**config.mk**
```make
export PLATFORM = sky130hd
export DESIGN_NAME = tlbmr_regs
export DESIGN_NICKNAME = d
export VERILOG_FILES = /design/src/inc/tlbmr_pkg.sv /design/src/hw/tlbmr_regs.sv
export VERILOG_INCLUDE_DIRS = /design/src /design/src/inc
export SDC_FILE = /design/constraint.sdc
export NUM_CORES = 1
export LEC_CHECK = 0
export ABC_AREA = 1
export BUFFER_PORTS_ARGS = -buffer_cell sky130_fd_sc_hd__buf_2
export CAP_MARGIN = 25
export CORE_AREA = 4 4 212 214
export CTS_BUF_LIST = sky130_fd_sc_hd__clkbuf_4 sky130_fd_sc_hd__clkbuf_8
export DETAILED_ROUTE_END_ITERATION = 16
export DIE_AREA = 0 0 216 218
export GPL_TIMING_DRIVEN = 0
export PLACE_DENSITY = 0.72
export SLEW_MARGIN = 20
export SYNTH_ARGS = -nofsm -noshare
export SYNTH_HDL_FRONTEND = slang
export SYNTH_SLANG_ARGS = --single-unit
```
**constraint.sdc**
```tcl
create_clock -name clk -period 2.9 [get_ports clk]
set_input_delay 0.87 -clock clk [delete_from_list [all_inputs] [get_ports clk]]
set_output_delay 0.87 -clock clk [all_outputs]
set_load 0.05 [all_outputs]
```
**src/inc/tlbmr_defines.svh**
```systemverilog
// Register numbers, field layouts and page shift codes of the translation register set
`ifndef TLBMR_DEFINES_SVH
`define TLBMR_DEFINES_SVH
`define TLBMR_REG_SET        5'h00
`define TLBMR_REG_PHYS       5'h02
`define TLBMR_REG_USER_PTE_BASE      5'h04
`define TLBMR_REG_SHIFT      5'h05
`define TLBMR_REG_FAULT_VIRTUAL_ADDRESS      5'h08
`define TLBMR_REG_TAG        5'h0a
`define TLBMR_REG_KERNEL_PRIVATE_PTE_BASE      5'h14
`define TLBMR_REG_KERNEL_GLOBAL_PTE_BASE      5'h15
`define TLBMR_REG_WIRED      5'h18
`define TLBMR_PHYS_MASK      64'h0000_00ff_ffff_ff80
`define TLBMR_PHYS_C_LSB     9
`define TLBMR_TAG_MASK       64'hc000_ffff_fff8_0ff0
`define TLBMR_TAG_R_LSB      62
`define TLBMR_TAG_VPN_LSB    19
`define TLBMR_TAG_VPN_MSB    47
`define TLBMR_TAG_ADDRESS_SPACE_ID_LSB   4
`define TLBMR_BASE_MASK      64'hffff_ffff_ffff_f000
`define TLBMR_SHIFT_MASK     64'h0000_0000_0000_001f
`define TLBMR_ZERO_LSB       19
`define TLBMR_WIRED_STRIDE   16
`define TLBMR_WIRED_VBIT     15
`define TLBMR_COH_UNC_PROC   3'h0
`define TLBMR_COH_UNC_SEQ    3'h2
`define TLBMR_COH_NONCOH     3'h3
`define TLBMR_COH_EXCL       3'h4
`define TLBMR_COH_EXCL_WR    3'h5
`define TLBMR_SA_4K          5'h0c
`define TLBMR_SA_8K          5'h0d
`define TLBMR_SA_16K         5'h0e
`define TLBMR_SA_64K         5'h10
`define TLBMR_SA_1M          5'h14
`define TLBMR_SA_4M          5'h16
`define TLBMR_SA_16M         5'h18
`define TLBMR_LFSR_SEED      8'h01
`define TLBMR_LFSR_TAPS      8'hb8
`endif

```
**src/inc/tlbmr_pkg.sv**
```systemverilog
// Types shared by the translation register set and its users
package tlbmr_pkg;
  typedef enum logic [1:0] {EXC_REFILL, EXC_INVALID, EXC_MODIFIED, EXC_ADDR_ERR} tlbmr_exc_e;
  typedef enum logic [2:0] {PG_4K, PG_8K, PG_16K, PG_64K, PG_1M, PG_4M, PG_16M} tlbmr_psize_e;
  typedef struct packed {
    logic         valid;
    tlbmr_exc_e   kind;
    logic [63:0]  va;
    tlbmr_psize_e psize;
    logic [1:0]   match_set;
  } tlbmr_exc_s;
  typedef struct packed {
    logic        to;
    logic        from;
    logic        narrow;
    logic [4:0]  num;
    logic [63:0] wdata;
  } tlbmr_move_s;
  typedef struct packed {
    logic        load;
    logic [63:0] phys;
    logic [63:0] tag;
  } tlbmr_rd_s;
endpackage

```
**src/hw/tlbmr_regs.sv**
```systemverilog
// Translation buffer management register set with refill set selection
//
// Overview of operation
// RULE_01: Physical entry holds frame number, coherence, dirty and valid; software read-write.
// RULE_02: Coherence codes 0,2,3,4,5 are legal; 1,6,7 are reserved.
// RULE_03: Unused field bits accept any write but always read back zero.
// RULE_04: Virtual tag carries two-bit region: 00 user, 01 kernel private, 11 kernel global.
// RULE_05: Translation exceptions load tag page number from address bits 47:19 and region.
// RULE_06: Page number bits 23:19 are individually forced to zero by page size.
// RULE_07: Translation exceptions leave the tag's address space identifier unchanged.
// RULE_08: Tag address space identifier takes part in translation matching.
// RULE_09: Address bits 18:12 are held neither in page number nor in entries.
// RULE_10: Three read-write page table bases of equal layout for the three regions.
// RULE_11: Shift amount is read-only and reports shift of most recent failed translation.
// RULE_12: Shift codes: 4K 12, 8K 13, 16K 14, 64K 16, 1M 20, 4M 22, 16M 24.
// RULE_13: Software pins at most four entries, each in a different congruence class.
// RULE_14: Buffer is three-way set associative; only set 0 may be pinned.
// RULE_15: Each pinned index has its own valid flag; only valid ones are matched.
// RULE_16: Refill miss matching a pinned class picks set 1..2, otherwise set 0..2.
// RULE_17: Virtual address register holds a full 64-bit address; software read-write.
// RULE_18: Refill, invalid, modified and address error exceptions load the virtual address.
// RULE_19: Virtual address register selects the entry for entry and cache tag instructions.
// RULE_20: Registers need no defined reset value; software must write before use.
// RULE_21: Invalid and modified exceptions write the matching set into set select.
// RULE_22: Only doubleword control moves access these registers; narrow moves are ignored.
// RULE_23: Random set comes from a free-running counter advancing every cycle; the code uses an 8-bit LFSR instead.
`timescale 1ns/1ps
`default_nettype none
`include "tlbmr_defines.svh"

module tlbmr_regs #(
  parameter int IDX_W = 7
) (
  input  wire logic                clk,
  input  wire logic                nrst,
  input  wire tlbmr_pkg::tlbmr_move_s move_req,
  input  wire tlbmr_pkg::tlbmr_exc_s  exc_in,
  input  wire tlbmr_pkg::tlbmr_rd_s   entry_rd,
  output logic [63:0]              move_rdata,
  output logic                     move_rvalid,
  output logic [63:0]              phys_entry_out,
  output logic [63:0]              virtual_tag_out,
  output logic [7:0]               address_space_id,
  output logic [63:0]              entry_select_addr,
  output logic [1:0]               set_select,
  output logic                     coh_legal,
  output logic                     coh_cacheable
);
  import tlbmr_pkg::*;

  logic [63:0] phys_reg;
  logic [63:0] tag_reg;
  logic [63:0] user_pte_base_reg;
  logic [63:0] kernel_private_pte_base_reg;
  logic [63:0] kernel_global_pte_base_reg;
  logic [63:0] fault_virtual_address_reg;
  logic [63:0] wired_reg;
  logic [4:0]  shift_reg;
  logic [1:0]  set_reg;
  logic [7:0]  lfsr_reg;
  logic [63:0] rdata_reg;
  logic        rvalid_reg;

  logic        wr_ok;
  logic        exc_xlate;
  logic [4:0]  exc_shift;
  logic [63:0] va_shifted;
  logic [IDX_W-1:0] miss_class;
  logic [3:0]  wired_hit;
  logic [4:0]  vpn_low_keep;
  logic [63:0] tag_from_exc;
  logic [1:0]  rand_any;
  logic [1:0]  rand_upper;
  logic [1:0]  refill_set;
  logic [63:0] rdata_next;

  // Narrow moves never write
  // RULE_22: doubleword only
  assign wr_ok = move_req.to && !move_req.narrow;

  // Address errors update only the virtual address register
  assign exc_xlate = exc_in.valid && (exc_in.kind != EXC_ADDR_ERR);

  // RULE_12: page shift codes
  always_comb begin
    case (exc_in.psize)
      PG_4K:   exc_shift = `TLBMR_SA_4K;
      PG_8K:   exc_shift = `TLBMR_SA_8K;
      PG_16K:  exc_shift = `TLBMR_SA_16K;
      PG_64K:  exc_shift = `TLBMR_SA_64K;
      PG_1M:   exc_shift = `TLBMR_SA_1M;
      PG_4M:   exc_shift = `TLBMR_SA_4M;
      PG_16M:  exc_shift = `TLBMR_SA_16M;
      default: exc_shift = `TLBMR_SA_4K;
    endcase
  end

  // Congruence class sits just above the page offset for every size
  assign va_shifted = exc_in.va >> exc_shift;
  assign miss_class = va_shifted[IDX_W-1:0];

  genvar gi;
  generate
    for (gi = 0; gi < 4; gi++) begin : g_wired
      // RULE_15: valid gated match
      assign wired_hit[gi] = wired_reg[gi*`TLBMR_WIRED_STRIDE + `TLBMR_WIRED_VBIT]
                             && (wired_reg[gi*`TLBMR_WIRED_STRIDE +: IDX_W] == miss_class);
    end
    for (gi = 0; gi < 5; gi++) begin : g_vpn_zero
      // RULE_06: per-bit page zeroing
      assign vpn_low_keep[gi] = (5'(`TLBMR_ZERO_LSB + gi) >= exc_shift);
    end
  endgenerate

  // RULE_05: page number and region load
  always_comb begin
    tag_from_exc = tag_reg;
    tag_from_exc[`TLBMR_TAG_VPN_MSB:`TLBMR_TAG_VPN_LSB] =
      exc_in.va[`TLBMR_TAG_VPN_MSB:`TLBMR_TAG_VPN_LSB];
    // RULE_06: bits 23 to 19 masked
    tag_from_exc[`TLBMR_TAG_VPN_LSB +: 5] = exc_in.va[`TLBMR_TAG_VPN_LSB +: 5] & vpn_low_keep;
    // RULE_04: region from top bits
    tag_from_exc[`TLBMR_TAG_R_LSB +: 2] = exc_in.va[`TLBMR_TAG_R_LSB +: 2];
  end

  // RULE_23: modulo-free range fold
  always_comb begin
    case (lfsr_reg[1:0])
      2'h0:    rand_any = 2'h0;
      2'h1:    rand_any = 2'h1;
      2'h2:    rand_any = 2'h2;
      default: rand_any = {1'b0, lfsr_reg[2]};
    endcase
  end
  assign rand_upper = lfsr_reg[3] ? 2'h2 : 2'h1;

  // RULE_14: set 0 kept for pinned entries
  // RULE_16: refill set choice
  assign refill_set = (|wired_hit) ? rand_upper : rand_any;

  // RULE_23: free-running generator
  always_ff @(posedge clk or negedge nrst) begin
    if (!nrst) begin
      lfsr_reg <= `TLBMR_LFSR_SEED;
    end else if (lfsr_reg[0]) begin
      lfsr_reg <= (lfsr_reg >> 1) ^ `TLBMR_LFSR_TAPS;
    end else begin
      lfsr_reg <= lfsr_reg >> 1;
    end
  end

  // Values are cleared only so simulation starts clean
  // RULE_20: no meaningful reset
  // RULE_01: physical entry storage
  always_ff @(posedge clk or negedge nrst) begin
    if (!nrst) begin
      phys_reg <= '0;
    end else if (wr_ok && move_req.num == `TLBMR_REG_PHYS) begin
      // RULE_03: unused bits dropped
      phys_reg <= move_req.wdata & `TLBMR_PHYS_MASK;
    end else if (entry_rd.load) begin
      phys_reg <= entry_rd.phys & `TLBMR_PHYS_MASK;
    end
  end

  // Exception load outranks a software move in the same cycle
  always_ff @(posedge clk or negedge nrst) begin
    if (!nrst) begin
      tag_reg <= '0;
    end else if (exc_xlate) begin
      // RULE_07: identifier kept
      tag_reg <= tag_from_exc & `TLBMR_TAG_MASK;
    end else if (wr_ok && move_req.num == `TLBMR_REG_TAG) begin
      // RULE_09: bits 18 to 12 not held
      tag_reg <= move_req.wdata & `TLBMR_TAG_MASK;
    end else if (entry_rd.load) begin
      tag_reg <= entry_rd.tag & `TLBMR_TAG_MASK;
    end
  end

  // RULE_10: three region bases
  always_ff @(posedge clk or negedge nrst) begin
    if (!nrst) begin
      user_pte_base_reg <= '0;
      kernel_private_pte_base_reg <= '0;
      kernel_global_pte_base_reg <= '0;
    end else if (wr_ok) begin
      if (move_req.num == `TLBMR_REG_USER_PTE_BASE) begin
        user_pte_base_reg <= move_req.wdata & `TLBMR_BASE_MASK;
      end else if (move_req.num == `TLBMR_REG_KERNEL_PRIVATE_PTE_BASE) begin
        kernel_private_pte_base_reg <= move_req.wdata & `TLBMR_BASE_MASK;
      end else if (move_req.num == `TLBMR_REG_KERNEL_GLOBAL_PTE_BASE) begin
        kernel_global_pte_base_reg <= move_req.wdata & `TLBMR_BASE_MASK;
      end
    end
  end

  // RULE_11: loaded only by failed translations
  always_ff @(posedge clk or negedge nrst) begin
    if (!nrst) begin
      shift_reg <= '0;
    end else if (exc_xlate) begin
      shift_reg <= exc_shift;
    end
  end

  // RULE_17: full width address
  always_ff @(posedge clk or negedge nrst) begin
    if (!nrst) begin
      fault_virtual_address_reg <= '0;
    end else if (exc_in.valid) begin
      // RULE_18: faulting address capture
      fault_virtual_address_reg <= exc_in.va;
    end else if (wr_ok && move_req.num == `TLBMR_REG_FAULT_VIRTUAL_ADDRESS) begin
      fault_virtual_address_reg <= move_req.wdata;
    end
  end

  // Pinning more than four entries is not possible by construction
  // RULE_13: four pinned slots
  always_ff @(posedge clk or negedge nrst) begin
    if (!nrst) begin
      wired_reg <= '0;
    end else if (wr_ok && move_req.num == `TLBMR_REG_WIRED) begin
      wired_reg <= move_req.wdata & wired_mask();
    end
  end

  // Set select is also software writable
  always_ff @(posedge clk or negedge nrst) begin
    if (!nrst) begin
      set_reg <= '0;
    end else if (exc_in.valid && exc_in.kind == EXC_REFILL) begin
      // RULE_16: random set on miss
      set_reg <= refill_set;
    end else if (exc_in.valid && (exc_in.kind == EXC_INVALID || exc_in.kind == EXC_MODIFIED)) begin
      // RULE_21: matching set reported
      set_reg <= exc_in.match_set;
    end else if (wr_ok && move_req.num == `TLBMR_REG_SET) begin
      set_reg <= move_req.wdata[1:0];
    end
  end

  function automatic logic [63:0] wired_mask();
    logic [63:0] m;
    m = '0;
    for (int i = 0; i < 4; i++) begin
      m[i*`TLBMR_WIRED_STRIDE +: IDX_W] = '1;
      m[i*`TLBMR_WIRED_STRIDE + `TLBMR_WIRED_VBIT] = 1'b1;
    end
    return m;
  endfunction

  // Unmapped numbers read as zero
  // RULE_03: zero fields on read
  always_comb begin
    rdata_next = '0;
    if (move_req.num == `TLBMR_REG_SET) begin
      rdata_next = {62'h0, set_reg};
    end else if (move_req.num == `TLBMR_REG_PHYS) begin
      rdata_next = phys_reg;
    end else if (move_req.num == `TLBMR_REG_USER_PTE_BASE) begin
      rdata_next = user_pte_base_reg;
    end else if (move_req.num == `TLBMR_REG_SHIFT) begin
      rdata_next = {59'h0, shift_reg} & `TLBMR_SHIFT_MASK;
    end else if (move_req.num == `TLBMR_REG_FAULT_VIRTUAL_ADDRESS) begin
      rdata_next = fault_virtual_address_reg;
    end else if (move_req.num == `TLBMR_REG_TAG) begin
      rdata_next = tag_reg;
    end else if (move_req.num == `TLBMR_REG_KERNEL_PRIVATE_PTE_BASE) begin
      rdata_next = kernel_private_pte_base_reg;
    end else if (move_req.num == `TLBMR_REG_KERNEL_GLOBAL_PTE_BASE) begin
      rdata_next = kernel_global_pte_base_reg;
    end else if (move_req.num == `TLBMR_REG_WIRED) begin
      rdata_next = wired_reg;
    end
  end

  // Narrow reads answer zero rather than a truncated word
  // RULE_22: narrow reads unsupported
  always_ff @(posedge clk or negedge nrst) begin
    if (!nrst) begin
      rdata_reg  <= '0;
      rvalid_reg <= 1'b0;
    end else begin
      rvalid_reg <= move_req.from;
      if (move_req.from) begin
        rdata_reg <= move_req.narrow ? 64'h0000_0000_0000_0000 : rdata_next;
      end
    end
  end

  assign move_rdata        = rdata_reg;
  assign move_rvalid       = rvalid_reg;
  assign phys_entry_out    = phys_reg;
  assign virtual_tag_out   = tag_reg;
  // RULE_08: identifier to the matcher
  assign address_space_id  = tag_reg[`TLBMR_TAG_ADDRESS_SPACE_ID_LSB +: 8];
  // RULE_19: entry addressing
  assign entry_select_addr = fault_virtual_address_reg;
  assign set_select        = set_reg;

  // RULE_02: coherence decode
  always_comb begin
    case (phys_reg[`TLBMR_PHYS_C_LSB +: 3])
      `TLBMR_COH_UNC_PROC: begin
        coh_legal     = 1'b1;
        coh_cacheable = 1'b0;
      end
      `TLBMR_COH_UNC_SEQ: begin
        coh_legal     = 1'b1;
        coh_cacheable = 1'b0;
      end
      `TLBMR_COH_NONCOH, `TLBMR_COH_EXCL, `TLBMR_COH_EXCL_WR: begin
        coh_legal     = 1'b1;
        coh_cacheable = 1'b1;
      end
      default: begin
        coh_legal     = 1'b0;
        coh_cacheable = 1'b0;
      end
    endcase
  end

endmodule // tlbmr_regs
`default_nettype wire

```
# [Word-level counts from Yosys, hierarchy flattened]
# Cells that the tools add are included.
[op_classes] n_reduce_logical=31 n_eq_ne=27 magnitude_cmp=5 n_mux=27 bitwise=5 shifts=1
[op_table] operator="64-bit two-way mux" count=17
[op_table] operator="64-bit by 5-bit right shift with 7-bit output" count=1
[op_table] operator="5-bit one-hot mux with 6 select lines" count=1
[op_table] operator="7-bit == test" count=4
[op_table] operator="5-bit greater-or-equal comparator (first input constant)" count=5
[op_table] operator="3-bit == test (second input constant)" count=5
[op_table] operator="5-bit == test (second input constant)" count=3
[op_table] operator="1-bit logical AND" count=13
[op_table] operator="3-bit by 2-bit == test with 1-bit output (second input constant)" count=4
[op_table] operator="5-bit by 3-bit == test with 1-bit output (second input constant)" count=2
[op_table] operator="5-bit by 4-bit == test with 1-bit output (second input constant)" count=2
[op_table] operator="2-bit two-way mux" count=5
[op_table] operator="8-bit two-way mux" count=1
[op_table] operator="2-bit one-hot mux with 3 select lines" count=1
[op_table] operator="2-bit nonzero test" count=3
[op_table] operator="3-bit nonzero test" count=2
[op_table] operator="5-bit bitwise AND" count=1
[op_table] operator="5-bit by 2-bit == test with 1-bit output (second input constant)" count=1
[op_table] operator="5-bit zero test" count=1
[op_table] operator="5-bit OR reduction" count=1
[op_table] operator="2-bit by 1-bit == test with 1-bit output (second input constant)" count=2
[op_table] operator="2-bit == test (second input constant)" count=2
[op_table] operator="2-bit zero test" count=2
[op_table] operator="3-bit inverter with 4-bit output" count=1
[op_table] operator="other kinds (12)" count=16
[word_totals] in_bits=275 wordCells=109 ff_bits=460 out_inout_bits=269

# [Logic depth before layout (Yosys ltp)]
[logic_depth] ltp_word=11 mapped_depth=21 depth_no_buf=21

# [Worst setup path after synthesis]
# No wires, ideal clock.
[synth_timing] path_type="input to register" startpoint="input exc_in[4] (netlist name)" endpoint="register set_reg[0], in the netlist set_select[0]" setup_time_ps=121 path_stages=18 required_ps=2779 setup_slack_ps=341 arrival_time_ps=2439 n_path_buf=2 cell_sequence="inv_1 > buf_4 > nand3_1 > nand2_2 > buf_4 > nand3_1 > o21ai_1 > nand3_1 > nand3_2 > nand2_1 > nand2_1 > nor2_1 > nand3_1 > nand2_1 > nor2_1 > nand2_1 > nand3_1 > a21oi_1"
[synth_via] elab_chain_cells=8 elab_cells_between_ends=19 cone_classes="eq/ne: 10; shift: 1; mux: 3; reduce/logical: 5"
[synth_rtl] element="start: declaration" line="tlbmr_regs.sv:37" text="input wire tlbmr_pkg::tlbmr_exc_s exc_in,"
[synth_rtl] element="3-bit == test, or another cell as far along" line="tlbmr_regs.sv:86" text="case (exc_in.psize)"
[synth_rtl] element="5-bit one-hot mux with 6 select lines *" line="tlbmr_regs.sv:86"
[synth_rtl] element="64-bit by 5-bit right shift with 7-bit output *" line="tlbmr_regs.sv:99" text="assign va_shifted = exc_in.va >> exc_shift;"
[synth_rtl] element="7-bit == test" line="tlbmr_regs.sv:107" text="&& (wired_reg[gi*`TLBMR_WIRED_STRIDE +: IDX_W] == miss_class);"
[synth_rtl] element="1-bit logical AND" line="tlbmr_regs.sv:106" text="assign wired_hit[gi] = wired_reg[gi*`TLBMR_WIRED_STRIDE + `TLBMR_WIRED_VBIT]"
[synth_rtl] element="4-bit OR reduction *" line="tlbmr_regs.sv:139" text="assign refill_set = (|wired_hit) ? rand_upper : rand_any;"
[synth_rtl] element="2-bit two-way mux *" line="tlbmr_regs.sv:139"
[synth_rtl] element="2-bit two-way mux *" line="tlbmr_regs.sv:233" text="end else if (exc_in.valid && exc_in.kind == EXC_REFILL) begin"
[synth_rtl] element="end signal: assignment" line="tlbmr_regs.sv:235" text="set_reg <= refill_set;"
[synth_rtl] element="end signal: assignment" line="tlbmr_regs.sv:238" text="set_reg <= exc_in.match_set;"
[synth_rtl] element="end signal: assignment" line="tlbmr_regs.sv:240" text="set_reg <= move_req.wdata[1:0];"
[synth_rtl] element="end: declaration" line="tlbmr_regs.sv:59" text="logic [1:0] set_reg;"
# Every way passes the cells marked *; elsewhere a longest branch is shown, timed or not.
# A chain may end at the register's enable or synchronous reset.

# [Worst setup path in the final report]
[layout_timing] startpoint="input move_req[69] (netlist name)" endpoint="register tag_reg[63], in the netlist virtual_tag_out[63]"
[layout_via] elab_chain_cells=5 elab_cells_between_ends=6 cone_classes="mux: 2; reduce/logical: 4"
[layout_rtl] element="start: declaration" line="tlbmr_regs.sv:36" text="input wire tlbmr_pkg::tlbmr_move_s move_req,"
[layout_rtl] element="1-bit zero test *" line="tlbmr_regs.sv:79" text="assign wr_ok = move_req.to && !move_req.narrow;"
[layout_rtl] element="1-bit logical AND *" line="tlbmr_regs.sv:79"
[layout_rtl] element="1-bit logical AND (no line) *"
[layout_rtl] element="64-bit two-way mux" line="tlbmr_regs.sv:173" text="end else if (wr_ok && move_req.num == `TLBMR_REG_TAG) begin"
[layout_rtl] element="64-bit two-way mux" line="tlbmr_regs.sv:170" text="end else if (exc_xlate) begin"
[layout_rtl] element="end signal: assignment" line="tlbmr_regs.sv:172" text="tag_reg <= tag_from_exc & `TLBMR_TAG_MASK;"
[layout_rtl] element="end signal: assignment" line="tlbmr_regs.sv:175" text="tag_reg <= move_req.wdata & `TLBMR_TAG_MASK;"
[layout_rtl] element="end signal: assignment" line="tlbmr_regs.sv:177" text="tag_reg <= entry_rd.tag & `TLBMR_TAG_MASK;"
[layout_rtl] element="end: declaration" line="tlbmr_regs.sv:52" text="logic [63:0] tag_reg;"
# Marked as above.

==> results.json <==
{
  "fin_crit_sh_pct": 103,
  "setup_violations": 4,
  "grt_util_met3_pct": 11.9,
  "clockBufferDepth": 3,
  "hp-class": "in -> async",
  "synthCells": 2444,
  "worst_path_most_repeated_cell": "inv_1",
  "synthArstFlopShare_pct": 100,
  "endpoint": "virtual_tag_out[63]$_DFFE_PN0P_",
  "grt_usage_pct": 39.6,
  "dp_hpwl_um": 71900,
  "dieArea_um2": 47100,
  "rrSetupSlack_ps": 1230,
  "pin_count": 544,
  "reg2reg_depth": 8,
  "cpPeakStageDelay_ps": 670,
  "grt_max_degree": 99,
  "rsz0062_at_grt": "yes",
  "violations": "negative setup slack",
  "drtIter0Drc": 2944,
  "drc": 0,
  "first_pass_iters": 11,
  "tritoncts": "yes",
  "cts_htree_levels": 3,
  "critPathTopFamily": "buffers and inverters",
  "design_area_um2": 24900,
  "grtUsageMet1_pct": 50.0,
  "grt_pass1_vias": 21200,
  "layout_common_cells": "nand2_1 (655), buf_2 (442), dfrtp_1 (403), o21ai_0 (320), inv_1 (195)",
  "rows": 76,
  "setup_ws_ps": -95.7,
  "cp.required_ps": 3410,
  "worst_pin_slew_ps": 1180,
  "wirelength_um": 97000,
  "synth_edf_count": 0,
  "port-buffer-count": 431,
  "cts_sinks": 404,
  "top_usage_layer": "met2",
  "root_buffer": "clkbuf_8",
  "synth_seq_cells": 404,
  "arrival_ps": 3510,
  "die_h_um": 218,
  "timing.fmax_mhz": 334,
  "post-route-min-period_ps": 3000,
  "core-area_um2": 42900,
  "clock_skew_ps": 30.9,
  "fin_tns_setup_ps": -176,
  "worstPathCellList": "buf_2 -> clkbuf_2 -> nor2_2 -> inv_1 -> nor2_1 -> inv_1 -> clkbuf_1 -> o21ai_0 -> nand2_1 -> o211ai_1",
  "grt_overflow": 0,
  "yosysUniqueCellTypes": 50,
  "mostFrequentLayoutCell": "nand2_1",
  "yosysWarnings": 0,
  "drt-wirelength-per-cell_um": 26.6,
  "layout-drive-gt1-share_pct": 24.0,
  "r2r_end": "move_rdata[38]$_DFFE_PN0P_",
  "antenna_found_initial": 8,
  "cts.clk_slew.worst_paths_ps": 60,
  "nets": 3295,
  "cts_made_buffers": 73,
  "cp.depth": 10,
  "start_util_pct": 46.3,
  "grt_pass1_wl_um": 138000,
  "clock_latency_ps": 660,
  "yosysSeqAreaShare_pct": 50.9,
  "yosys_most_used_dff": "dfrtp_1",
  "drtAntennaViolNets": 0,
  "synth_area_um2": 19900,
  "start_kind": "primary input",
  "slew_violations": 0,
  "slowest_stage": "clkbuf_1",
  "die_w_um": 216,
  "pre_cts_ws_ps": -1530,
  "synth_top_area_share_pct": 50.7,
  "area_growth_pct": 25.2,
  "crit_start": "move_req[69]",
  "slew-limit-headroom_pct": 21.1,
  "viasPerCell": 5.96,
  "num_vias": 21800,
  "endpoint_kind": "flop",
  "met2_usage_pct": 61.2,
  "hold_viol": 0,
  "worstPathMaxFanout": 10,
  "worstPathBufferInverterCount": 5,
  "status": "finished with violations",
  "p_leak_nw": 12.6,
  "placed_cell_area_um2": 23100,
  "synth_area_leaders": "dfrtp_1 (51%), nand2_1 (13%), o21ai_0 (8.1%)",
  "r2r_start": "wired_reg[38]$_DFFE_PN0P_",
  "path_class": "in -> reg",
  "yosys.area.top_type": "dfrtp_1",
  "cts_hold_buf": 0,
  "power_density_nw_per_um2": 630,
  "avgSynthCellArea_um2": 8.13,
  "gp_congestion": 1.01,
  "vdd_drop_max_uv": 343,
  "drv_cap": 0
}
## kinds of logic after synthesis
group | after synthesis | share of synthesized area, %
flip-flops | 404 | 50.9
XOR/XNOR | 6 | 0.264
other | 1 | 0.0189
adder cells (fa/ha/maj) | 2 | 0.126
AO/OA/AOI/OAI | 662 | 19.8
AND/OR/NAND/NOR | 950 | 19.6
buffers and inverters | 419 | 9.29
## per-layer routing
| metal | vias to the layer above | share of wire, % |
|---|---|---|
| met2 | 1646 | 45 |
| met5 | - | 0.059 |
| li1 | 9264 | - |
| met1 | 10500 | 37 |
| met3 | 341 | 12 |
| met4 | 6 | 6.3 |
## through the flow
stage | utilization [%] | hold WS [ps] | cells | total power [W]
floorplan | - | 331 | 2499 | 0.00871
global placement | 53.6 | 335 | 3515 | 0.00988
detailed placement | 54.0 | 339 | 3524 | 0.00997
CTS | 57.8 | 179 | 3649 | 0.0156
global route | 58.0 | 206 | 3653 | 0.0162
finish | 58.0 | 165 | 3653 | 0.0157
## cell usage after synthesis (2+ instances only)
cell type	n
nand3b_1	2
o221ai_1	2
nand2_2	6
buf_2	8
nand4_1	12
a22oi_1	11
nor2_1	125
ha_1	2
nor2_8	2
o21ai_0	321
nor2_4	2
clkbuf_1	123
a32oi_1	3
inv_1	195
o211ai_1	67
a211oi_1	3
o31ai_1	13
a31oi_1	20
xor2_1	5
nand2_1	664
nand3_1	123
o21ai_1	7
a21oi_1	77
inv_2	6
a221oi_1	50
dfrtp_1	403
a22o_1	6
clkinv_1	5
nand3_2	8
a221o_1	6
o22ai_1	69
buf_1	13
buf_4	68
## what timing repair did
item | in CTS | in global routing
buffers inserted | 5 | 0
setup endpoints to repair | 234 | 161
gates resized for setup | 46 | 57
pin swaps | 2 | 1
## layout make-up
cell class / count / area, µm²
Fill cell: 4146 / 18000
Sequential cell: 404 / 10100
Multi-Input combinational cell: 1676 / 8250
Timing Repair Buffer: 445 / 2360
Clock buffer: 111 / 1430
Buffer: 212 / 1140
Inverter: 206 / 774
Tap cell: 585 / 732
Clock inverter: 9 / 65.1
Antenna cell: 5 / 12.5
## where the power goes
part / leakage, nW / total, W / switching [W] / internal [W]
sequential: 5.19 / 0.00665 / 0.000443 / 0.00621
combinational: 6.66 / 0.00334 / 0.00249 / 0.000853
clock: 0.789 / 0.00569 / 0.00255 / 0.00314
total: 12.6 / 0.0157 / 0.00548 / 0.0102
## worst min path at each step
stage / end / cells past startpoint
final: user_pte_base_reg[40]$_DFFE_PN0P_ / 1
after global placement: lfsr_reg[6]$_DFF_PN0_ / 0
after detailed placement: lfsr_reg[6]$_DFF_PN0_ / 0
after global routing: kernel_global_pte_base_reg[35]$_DFFE_PN0P_ / 1
after CTS: user_pte_base_reg[40]$_DFFE_PN0P_ / 1
after floorplan: lfsr_reg[6]$_DFF_PN0_ / 0
(Power assumes the default switching activity.)
